==> src/include/scan_pkg.sv <==
// constants and types for the relay scan sequencer
// Operation
// - abort drops list, cycle count to one, continuous off, trigger source immediate
// - abort halts host-started scan only with bus or hold trigger source
// - non-continuous start runs 1 to 32767 cycles per cycle count, default 1
// - cycle count query returns stored value, 1 for min, 32767 for max
// - monitor card 1 to 99, or auto follows last switched card
// - monitor enable presents selected card channel states, cleared stops it; code keys on low two card bits only, cards four apart alias
// - start closes first list channel, each trigger advances to next
// - continuous mode wraps from last channel to first forever
// - non-continuous trigger on last channel opens it and ends cycle
// - start with invalid list flags error and does not scan
// - continuous query reports on when enabled, off when disabled
// - trigger output enable set by on/1, cleared by off/0; gates pulse
// - interface clear stops host-started scan under any trigger source
// - panel-started scan stopped by host reset or local reset/clear
// - enabled trigger output pulses low once per channel close; reset clears enable
// - reset command leaves every channel open
package scan_pkg;
   localparam int unsigned CLK_HZ = 25000000;
   localparam int unsigned PULSE_NS = 1000;
   localparam int unsigned PULSE_CYC = ((PULSE_NS * (CLK_HZ / 1000000)) + 999) / 1000;

   localparam logic [7:0] A_CTRL = 8'h00;
   localparam logic [7:0] A_CMD = 8'h04;
   localparam logic [7:0] A_COUNT = 8'h08;
   localparam logic [7:0] A_MON = 8'h0c;
   localparam logic [7:0] A_LIST = 8'h10;
   localparam logic [7:0] A_STATUS = 8'h14;
   localparam logic [7:0] A_IRQ_ST = 8'h18;
   localparam logic [7:0] A_IRQ_EN = 8'h1c;
   localparam logic [7:0] A_IRQ_CLR = 8'h20;
   localparam logic [7:0] A_CHAN = 8'h24;
   localparam logic [7:0] A_SWITCH = 8'h28;
   localparam logic [7:0] A_MONVIEW = 8'h2c;

   // ctrl bits
   localparam int CTRL_CONT = 0;
   localparam int CTRL_TOUT = 1;
   localparam int CTRL_MONEN = 2;
   localparam int CTRL_SRC_LO = 4;
   // command bits (write one to act)
   localparam int CMD_START = 0;
   localparam int CMD_ABORT = 1;
   localparam int CMD_RESET = 2;
   localparam int CMD_IFC = 3;
   localparam int CMD_TRIG = 4;
   localparam int CMD_LOCAL = 5;
   // count register query selector, bits 17:16
   localparam logic [1:0] Q_VALUE = 2'h0;
   localparam logic [1:0] Q_MIN = 2'h1;
   localparam logic [1:0] Q_MAX = 2'h2;

   localparam logic [14:0] COUNT_MIN = 15'h0001;
   localparam logic [14:0] COUNT_MAX = 15'h7fff;
   localparam logic [14:0] COUNT_RST = 15'h0001;
   localparam int LIST_DEPTH = 16;
   localparam logic [6:0] CARD_MAX = 7'd99;
   localparam logic [6:0] CARD_AUTO = 7'h00;

   // irq status bits
   localparam int EV_DONE = 0;
   localparam int EV_ERR = 1;
   localparam int EV_CLOSE = 2;

   typedef enum logic [1:0] {
      SRC_IMM = 2'b00,
      SRC_BUS = 2'b01,
      SRC_EXT = 2'b10,
      SRC_HOLD = 2'b11
   } trig_src_e;

   typedef enum logic [1:0] {
      ST_IDLE = 2'b00,
      ST_SCAN = 2'b01
   } scan_state_e;
endpackage

==> src/hdl/relay_scan_sequencer.sv <==
// relay scan sequencer with ahb-lite register slave
`timescale 1ns/10ps
`default_nettype none
module relay_scan_sequencer (
   // clock and reset
   input wire logic hclk,
   input wire logic hresetn,
   // ahb-lite slave
   input wire logic hsel,
   input wire logic [31:0] haddr,
   input wire logic [1:0] htrans,
   input wire logic hwrite,
   input wire logic [2:0] hsize,
   input wire logic [31:0] hwdata,
   input wire logic hready,
   output logic [31:0] hrdata,
   output logic hreadyout,
   output logic hresp,
   // trigger inputs
   input wire logic ext_trig,
   // relay and display
   output logic [15:0] relay_close,
   output logic [6:0] relay_card,
   output logic [15:0] monitor_chan,
   output logic monitor_valid,
   // trigger out and interrupt
   output logic trig_out_n,
   output logic irq
);
   import scan_pkg::*;

   // bus address phase capture
   logic wr_pend_r;
   logic [7:0] addr_r;
   logic [17:0] rd_sel_r;
   logic [31:0] hrdata_r;

   // settings
   logic continuous_scan_enable_r;
   logic tout_en_r;
   logic mon_en_r;
   trig_src_e src_r;
   logic [14:0] count_r;
   logic [1:0] qsel_r;
   logic [6:0] mon_card_r;
   logic [6:0] last_card_r;
   logic [11:0] list_r [LIST_DEPTH];
   logic [4:0] list_len_r;
   logic list_valid_r;

   // scan engine
   scan_state_e state_r;
   logic [3:0] pos_r;
   logic [14:0] done_cnt_r;
   logic from_panel_r;
   logic [15:0] close_r;
   logic [6:0] card_r;
   logic [15:0] card_state_r [4];
   logic [2:0] irq_st_r;
   logic [2:0] irq_en_r;
   logic close_ev;

   wire logic addr_ok = hsel && hready && htrans[1];
   wire logic wr = wr_pend_r;
   wire logic [31:0] wd = hwdata;
   wire logic cmd_wr = wr && (addr_r == A_CMD);
   wire logic start_cmd = cmd_wr && wd[CMD_START];
   wire logic abort_cmd = cmd_wr && wd[CMD_ABORT];
   wire logic rst_cmd = cmd_wr && wd[CMD_RESET];
   wire logic ifc_cmd = cmd_wr && wd[CMD_IFC];
   // bit 5 together with start only marks a panel start, it must not stop that start
   wire logic local_cmd = cmd_wr && wd[CMD_LOCAL] && !wd[CMD_START];
   wire logic bus_trig = cmd_wr && wd[CMD_TRIG];

   function automatic logic [15:0] onehot(input logic [3:0] ch);
      onehot = 16'h0001 << ch;
   endfunction

   function automatic logic card_ok(input logic [6:0] c);
      card_ok = (c >= 7'd1) && (c <= CARD_MAX);
   endfunction

   // bus slave: zero wait states, always okay
   assign hreadyout = 1'b1;
   assign hresp = 1'b0;
   assign hrdata = hrdata_r;

   always_ff @(posedge hclk or negedge hresetn) begin
      if (!hresetn) begin
         wr_pend_r <= 1'b0;
         addr_r <= 8'h00;
      end else begin
         wr_pend_r <= addr_ok && hwrite;
         addr_r <= haddr[7:0];
      end
   end

   // trigger from selected source
   logic trig;
   always_comb begin
      unique case (src_r)
         SRC_IMM: trig = 1'b1;
         SRC_BUS: trig = bus_trig;
         SRC_EXT: trig = ext_trig;
         SRC_HOLD: trig = 1'b0;
      endcase
   end

   // stop conditions; abort only bites on bus/hold sources
   wire logic abort_stop = abort_cmd && !from_panel_r && ((src_r == SRC_BUS) || (src_r == SRC_HOLD));
   wire logic ifc_stop = ifc_cmd && !from_panel_r;
   wire logic panel_stop = from_panel_r && (rst_cmd || local_cmd);
   wire logic stop = abort_stop || ifc_stop || panel_stop || rst_cmd || local_cmd;
   wire logic start_ok = start_cmd && list_valid_r && (list_len_r != 5'h00);
   wire logic start_bad = start_cmd && !start_ok;
   wire logic last_pos = ({1'b0, pos_r} == list_len_r - 5'h01);
   wire logic adv = (state_r == ST_SCAN) && trig && !stop && !start_cmd;

   // settings registers
   always_ff @(posedge hclk or negedge hresetn) begin
      if (!hresetn) begin
         continuous_scan_enable_r <= 1'b0;
         tout_en_r <= 1'b0;
         mon_en_r <= 1'b0;
         src_r <= SRC_IMM;
         count_r <= COUNT_RST;
         qsel_r <= Q_VALUE;
         mon_card_r <= CARD_AUTO;
      end else if (rst_cmd) begin
         continuous_scan_enable_r <= 1'b0;
         tout_en_r <= 1'b0;
         mon_en_r <= 1'b0;
         src_r <= SRC_IMM;
         count_r <= COUNT_RST;
         mon_card_r <= CARD_AUTO;
      end else if (abort_cmd) begin
         continuous_scan_enable_r <= 1'b0;
         count_r <= COUNT_RST;
         src_r <= SRC_IMM;
      end else if (wr) begin
         if (addr_r == A_CTRL) begin
            continuous_scan_enable_r <= wd[CTRL_CONT];
            tout_en_r <= wd[CTRL_TOUT];
            mon_en_r <= wd[CTRL_MONEN];
            src_r <= trig_src_e'(wd[CTRL_SRC_LO +: 2]);
         end
         if (addr_r == A_COUNT) begin
            qsel_r <= wd[17:16];
            if (wd[14:0] != 15'h0000) begin
               count_r <= wd[14:0];
            end
         end
         if ((addr_r == A_MON) && (card_ok(wd[6:0]) || (wd[6:0] == CARD_AUTO))) begin
            mon_card_r <= wd[6:0];
         end
      end
   end

   // channel list: each write with bit 31 clear appends card(10:4) and channel(3:0), up to 16 entries
   always_ff @(posedge hclk or negedge hresetn) begin
      if (!hresetn) begin
         list_len_r <= 5'h00;
         list_valid_r <= 1'b0;
         for (int i = 0; i < LIST_DEPTH; i++) begin
            list_r[i] <= 12'h000;
         end
      end else if (abort_cmd || rst_cmd) begin
         list_len_r <= 5'h00;
         list_valid_r <= 1'b0;
      end else if (wr && (addr_r == A_LIST)) begin
         if (wd[31]) begin
            list_len_r <= 5'h00;
            list_valid_r <= 1'b1;
         end else if (list_len_r != 5'(LIST_DEPTH)) begin
            list_r[list_len_r[3:0]] <= wd[11:0];
            list_len_r <= list_len_r + 5'h01;
            if (!card_ok(wd[10:4]) || wd[11]) begin
               list_valid_r <= 1'b0;
            end
         end
      end
   end

   // scan engine
   always_ff @(posedge hclk or negedge hresetn) begin
      if (!hresetn) begin
         state_r <= ST_IDLE;
         pos_r <= 4'h0;
         done_cnt_r <= 15'h0000;
         from_panel_r <= 1'b0;
      end else if (stop) begin
         state_r <= ST_IDLE;
      end else if (start_ok) begin
         state_r <= ST_SCAN;
         pos_r <= 4'h0;
         done_cnt_r <= 15'h0000;
         from_panel_r <= wd[CMD_LOCAL];
      end else if (adv) begin
         if (!last_pos) begin
            pos_r <= pos_r + 4'h1;
         end else if (continuous_scan_enable_r) begin
            pos_r <= 4'h0;
         end else if (done_cnt_r + 15'h0001 < count_r) begin
            pos_r <= 4'h0;
            done_cnt_r <= done_cnt_r + 15'h0001;
         end else begin
            state_r <= ST_IDLE;
            done_cnt_r <= done_cnt_r + 15'h0001;
         end
      end
   end

   assign close_ev = start_ok || (adv && (!last_pos || continuous_scan_enable_r ||
                     (done_cnt_r + 15'h0001 < count_r)));

   // relay drive and per-card state for monitor
   logic [3:0] nxt_idx;
   assign nxt_idx = start_ok ? 4'h0 : (last_pos ? 4'h0 : pos_r + 4'h1);

   always_ff @(posedge hclk or negedge hresetn) begin
      if (!hresetn) begin
         close_r <= 16'h0000;
         card_r <= 7'h00;
         last_card_r <= 7'h01;
         for (int i = 0; i < 4; i++) begin
            card_state_r[i] <= 16'h0000;
         end
      end else if (stop || (adv && !close_ev)) begin
         close_r <= 16'h0000;
         for (int i = 0; i < 4; i++) begin
            card_state_r[i] <= 16'h0000;
         end
      end else if (close_ev) begin
         close_r <= onehot(list_r[nxt_idx][3:0]);
         card_r <= list_r[nxt_idx][10:4];
         last_card_r <= list_r[nxt_idx][10:4];
         for (int i = 0; i < 4; i++) begin
            card_state_r[i] <= (list_r[nxt_idx][5:4] == 2'(i)) ? onehot(list_r[nxt_idx][3:0]) : 16'h0000;
         end
      end
   end

   assign relay_close = close_r;
   assign relay_card = card_r;

   // monitor view; only low card bits kept, a limit of this shadow
   wire logic [6:0] mon_sel = (mon_card_r == CARD_AUTO) ? last_card_r : mon_card_r;
   always_ff @(posedge hclk or negedge hresetn) begin
      if (!hresetn) begin
         monitor_chan <= 16'h0000;
         monitor_valid <= 1'b0;
      end else begin
         monitor_valid <= mon_en_r;
         monitor_chan <= mon_en_r ? card_state_r[mon_sel[1:0]] : 16'h0000;
      end
   end

   trig_pulse u_pulse (
      .hclk(hclk),
      .hresetn(hresetn),
      .fire(close_ev && tout_en_r),
      .trig_out_n(trig_out_n)
   );

   // interrupts: set wins over clear
   always_ff @(posedge hclk or negedge hresetn) begin
      if (!hresetn) begin
         irq_st_r <= 3'h0;
         irq_en_r <= 3'h0;
      end else begin
         if (wr && (addr_r == A_IRQ_EN)) begin
            irq_en_r <= wd[2:0];
         end
         irq_st_r <= (irq_st_r & ~((wr && (addr_r == A_IRQ_CLR)) ? wd[2:0] : 3'h0)) |
                     {close_ev, start_bad, adv && (state_r == ST_SCAN) && !close_ev};
      end
   end
   assign irq = |(irq_st_r & irq_en_r);

   // read mux, registered on address phase
   logic [31:0] rd_nxt;
   always_comb begin
      rd_nxt = 32'h0000_0000;
      unique case (haddr[7:0])
         A_CTRL: rd_nxt = {26'h0, src_r, 1'b0, mon_en_r, tout_en_r, continuous_scan_enable_r};
         A_COUNT: begin
            unique case (qsel_r)
               Q_MIN: rd_nxt = {17'h0, COUNT_MIN};
               Q_MAX: rd_nxt = {17'h0, COUNT_MAX};
               default: rd_nxt = {17'h0, count_r};
            endcase
         end
         A_MON: rd_nxt = {25'h0, mon_card_r};
         A_STATUS: rd_nxt = {10'h0, done_cnt_r, list_valid_r, list_len_r, state_r == ST_SCAN};
         A_IRQ_ST: rd_nxt = {29'h0, irq_st_r};
         A_IRQ_EN: rd_nxt = {29'h0, irq_en_r};
         A_CHAN: rd_nxt = {12'h0, pos_r, close_r};
         A_SWITCH: rd_nxt = {25'h0, last_card_r};
         A_MONVIEW: rd_nxt = {16'h0, monitor_chan};
         default: rd_nxt = 32'h0000_0000;
      endcase
   end

   always_ff @(posedge hclk or negedge hresetn) begin
      if (!hresetn) begin
         hrdata_r <= 32'h0000_0000;
      end else if (addr_ok && !hwrite) begin
         hrdata_r <= rd_nxt;
      end
   end
endmodule
`default_nettype wire

==> src/hdl/trig_pulse.sv <==
// negative-going trigger output pulse stretcher
`timescale 1ns/10ps
`default_nettype none
module trig_pulse (
   // clock and reset
   input wire logic hclk,
   input wire logic hresetn,
   // control
   input wire logic fire,
   // pin
   output logic trig_out_n
);
   import scan_pkg::*;

   logic [7:0] cnt_r;

   always_ff @(posedge hclk or negedge hresetn) begin
      if (!hresetn) begin
         cnt_r <= 8'h00;
      end else if (fire) begin
         cnt_r <= 8'(PULSE_CYC);
      end else if (cnt_r != 8'h00) begin
         cnt_r <= cnt_r - 8'h01;
      end
   end

   assign trig_out_n = (cnt_r == 8'h00);
endmodule
`default_nettype wire

==> config.mk <==
export PLATFORM = sky130hd
export DESIGN_NAME = relay_scan_sequencer
export DESIGN_NICKNAME = d
export VERILOG_FILES = /design/src/include/scan_pkg.sv /design/src/hdl/relay_scan_sequencer.sv /design/src/hdl/trig_pulse.sv
export SDC_FILE = /design/constraint.sdc
export NUM_CORES = 1
export LEC_CHECK = 0
export ABC_AREA = 1
export BUFFER_PORTS_ARGS = -buffer_cell sky130_fd_sc_hd__buf_2
export CAP_MARGIN = 20
export CORE_UTILIZATION = 23
export DETAILED_ROUTE_END_ITERATION = 6
export GPL_TIMING_DRIVEN = 0
export SLEW_MARGIN = 20
export SYNTH_ARGS = -nofsm -noshare
export SYNTH_HDL_FRONTEND = slang
export SYNTH_SLANG_ARGS = --single-unit
export TNS_END_PERCENT = 10
==> constraint.sdc <==
create_clock -name hclk -period 6.3 [get_ports hclk]
set_input_delay 0.945 -clock hclk [delete_from_list [all_inputs] [get_ports hclk]]
set_output_delay 0.945 -clock hclk [all_outputs]
set_load 0.01 [all_outputs]
==> reports/metrics.cfg <==
[status]
result_of_the_run=finished clean

[yosys]
main_combinational_cell_family_by_area_after_synthesis=simple AND/OR/NAND/NOR gates
yosys.area_share.xor_xnor_pct=0.8324
synth_flop_cell=sky130_fd_sc_hd__dfrtp_1
adder_and_majority_gate_portion_of_the_synthesized_area_pct=1.519
synth-async-reset-ratio_pct=100.0
synth.ff_latch_count=382
ys_seq_area_share_pct=50.49
netlist.area_leader.share_pct=50.21
number_of_instances_in_the_synthesized_netlist=2344
netlist_area_um2=18940
synthesis.area_per_instance_um2=8.080
synth_edf_count=0
yosys.area.top_type=sky130_fd_sc_hd__dfrtp_1
yosys_warnings=0
synth_top_cells_by_area=sky130_fd_sc_hd__dfrtp_1 (50%), sky130_fd_sc_hd__nand2_1 (12%), sky130_fd_sc_hd__o21ai_0 (7.7%)
synth_mux_area_share_pct=0.1123
synth_compound_gate_area_share_pct=14.22
synth-simple-area-share_pct=24.41
netlist-cell-type-count=51

[global_routing]
global_route.usage.met3_pct=2.969
grt_use_met1_pct=21.24
grt_overflow=0
groute.usage.overall_pct=15.55
grt_start_max_net_pins=91
grt_pass1_wl_mm=99.69
antenna_found_initial=4
grt_most_used_layer=met2
grt_pass1_vias=16210
grt_util_met2_pct=23.64

[pwr]
seq_power_share_pct=47.8
total_power_mw=5.295
power.leakage_nw=10.41
power_switching_share_pct=24.82
power.combinational.fraction_pct=6.5
intPower_mw=3.981
clock_power_share_pct=45.7
power-per-cell-area_nw_per_um2=238.3
ir_drop_v=0.0001449
power.net_switching_mw=1.314

[cts]
postCtsResizedCells=0
post_cts_hold_buffer_count=0
clkSlewWorstSetupHoldPaths_ps=60
ctsLongestPathBuffers=3
clock_insertion_delay_worst_skew_ps=570
cts_max_level=2
cts_made_buffers=42
cts.repair_timing.setup_buffer_count=0
clock_sink_count=382
ctsRootBufferMaster=sky130_fd_sc_hd__clkbuf_16
cts_tree=yes

[floorplanning]
initial_core_util_pct=23.36
rows=104
die_footprint_um2=83500
fp.coreArea_um2=81070
fp.dieH_um=289.0
number_of_top_level_pins=151
floorplan.die.width_um=289.0

[placement]
placer_congestion_estimate=0.9360
io_buffer_count=95
post-dp-hpwl_mm=48.62
placed_cell_count=3513

[sta]
max_slew_margin_pct=19.96
final-max-slew-violation-count=0
fin_worst_hold_slack_ps=347.8
final-setup-viol-count=0
layout_worst_path_cycle_share_pct=66.59
worstMarginPinSlew_ps=1191
fmaxAchievable_mhz=238.4
final-hold-violation-count=0
finClkSkew_ps=15.38
fin_crit_ps=4195
rsz0062_at_grt=false

[cells_and_area]
sequential_cell_area_um2=9562
drive_above_1_share_pct=11.11
layout_common_cells=sky130_fd_sc_hd__nand2_1 (595), sky130_fd_sc_hd__dfrtp_1 (380), sky130_fd_sc_hd__o21ai_0 (292)
leading_cell_type_in_the_layout_fill_and_taps_excluded=sky130_fd_sc_hd__nand2_1
finalNonFillerCells=3589
layout.nets=2595
num_antenna_cells=0
multiInputGateArea_um2=7828
final.fill_count=8732
area_delta_synth_final_pct=17.30

[setup_path]
cp.required_ps=6800
worstPathCellList=ha_1 -> nand2_1 -> nor2_1 -> nand3_1 -> nor2_1 -> nand2_1 -> nor3_1 -> nand3_1 -> xor2_1 -> inv_1 -> ha_1 -> a21oi_1 -> o21ai_0 -> a21oi_1 -> nand2_1 -> nand3_1 -> nand2_1 -> nor2_4 -> inv_2 -> a21oi_2 -> buf_2 -> nand3_1 -> nand2_1
endpoint_kind=flip-flop
slowest_delay_ps=450
path_max_fanout=10
critPathMostFrequentCell=sky130_fd_sc_hd__nand2_1
worstPathArrival_ps=4690
critPathLaunchType=flip-flop
path_buf_inv=3
cp_top_family=simple AND/OR/NAND/NOR gates
slowest_stage=sky130_fd_sc_hd__dfrtp_1
path_class=flip-flop to flip-flop

[drt]
drtPass1Iterations=6
wire_per_inst_um=18.16
detailedRoute.firstIterationViolations=1787
ant_nets=0
route.detailed.drc=0
via_count=16850
routed_via_density=4.695
routed_wirelength_mm=65.18

[worst_hold_path]
hold_crit_path_type=input port to async pin

[job]
cap_viol_max_count=0

[power by group through the flow]
| stage | Combinational, mW | Clock [mW] | Sequential (mW) |
|---|---|---|---|
| after floorplan | 0.189 | 0 | 2.57 |
| after global placement | 0.333 | 0 | 2.58 |
| after detailed placement | 0.346 | 0 | 2.58 |
| after CTS | 0.347 | 2.46 | 2.53 |
| after global routing | 0.391 | 2.56 | 2.54 |
| final | 0.344 | 2.42 | 2.53 |
[synth_stat cells (all sizes together) (23+ instances only)]
master,number
nor2,164
nand4,35
clkbuf,90
nand2,601
buf,62
ha,23
inv,221
nand3,213
dfrtp,380
o211ai,26
a21oi,52
o22ai,31
o21ai,312
[cells by family after synthesis]
group / after synthesis
simple gates: 1063
compound gates: 478
flops: 382
buf+inv: 376
fa+ha+maj: 23
xor+xnor: 18
other cells: 2
mux: 2
[layout make-up]
cell class,instances,area share (%)
flip-flops and latches,382,43.04
clock buffers,63,5.311
inverters,224,3.785
repair buffers,99,2.681
multi-input cells,1596,35.23
well taps,1060,5.970
plain buffers,152,3.362
clock inverters,13,0.6195
[flip-flops by register name, summed over array words and instances (netlist names), 8 cells and up]
name           cells
addr_r             8
count_r           15
hrdata            22
list_r           176
done_cnt_r        15
card_state_r      64
relay_close       16
monitor_chan      16
u_pulse.cnt_r      8
[final timing paths]
| kind | from | endpoint | slack (ps) | cells after the start |
|---|---|---|---|---|
| worst max-delay path | done_cnt_r[0] | card_state_r[13] | 2100 | 23 |
| worst min-delay path | hresetn | list_r[139] | 350 | 1 |
| worst max register to register | done_cnt_r[0] | card_state_r[13] | 2100 | 23 |
| worst min register to register | mon_en_r | monitor_valid | 440 | 0 |
| max in group asynchronous | hresetn | done_cnt_r[10] | 4660 | 3 |
| min in group hclk | mon_en_r | monitor_valid | 440 | 0 |
[stage by stage]
step | utilization (%) | setup slack (ps) | TNS [ps] | instance area (µm²)
floorplan | - | 3028 | 0 | 18980
global placement | 25.63 | -3542 | -1323050 | 20780
detailed placement | 25.78 | 2226 | 0 | 20900
CTS | 27.40 | 2197 | 0 | 22220
global route | 27.40 | 1593 | 0 | 22220
finish | 27.40 | 2105 | 0 | 22220
[metal layers]
| metal | part of all wire, % | vias up |
|---|---|---|
| met2 | 44 | 578 |
| met3 | 6.8 | 130 |
| met5 | 0.086 | - |
| met1 | 45 | 8120 |
| met4 | 4.5 | 8 |
| li1 | - | 8016 |
Power figures use the tool's default switching activity.
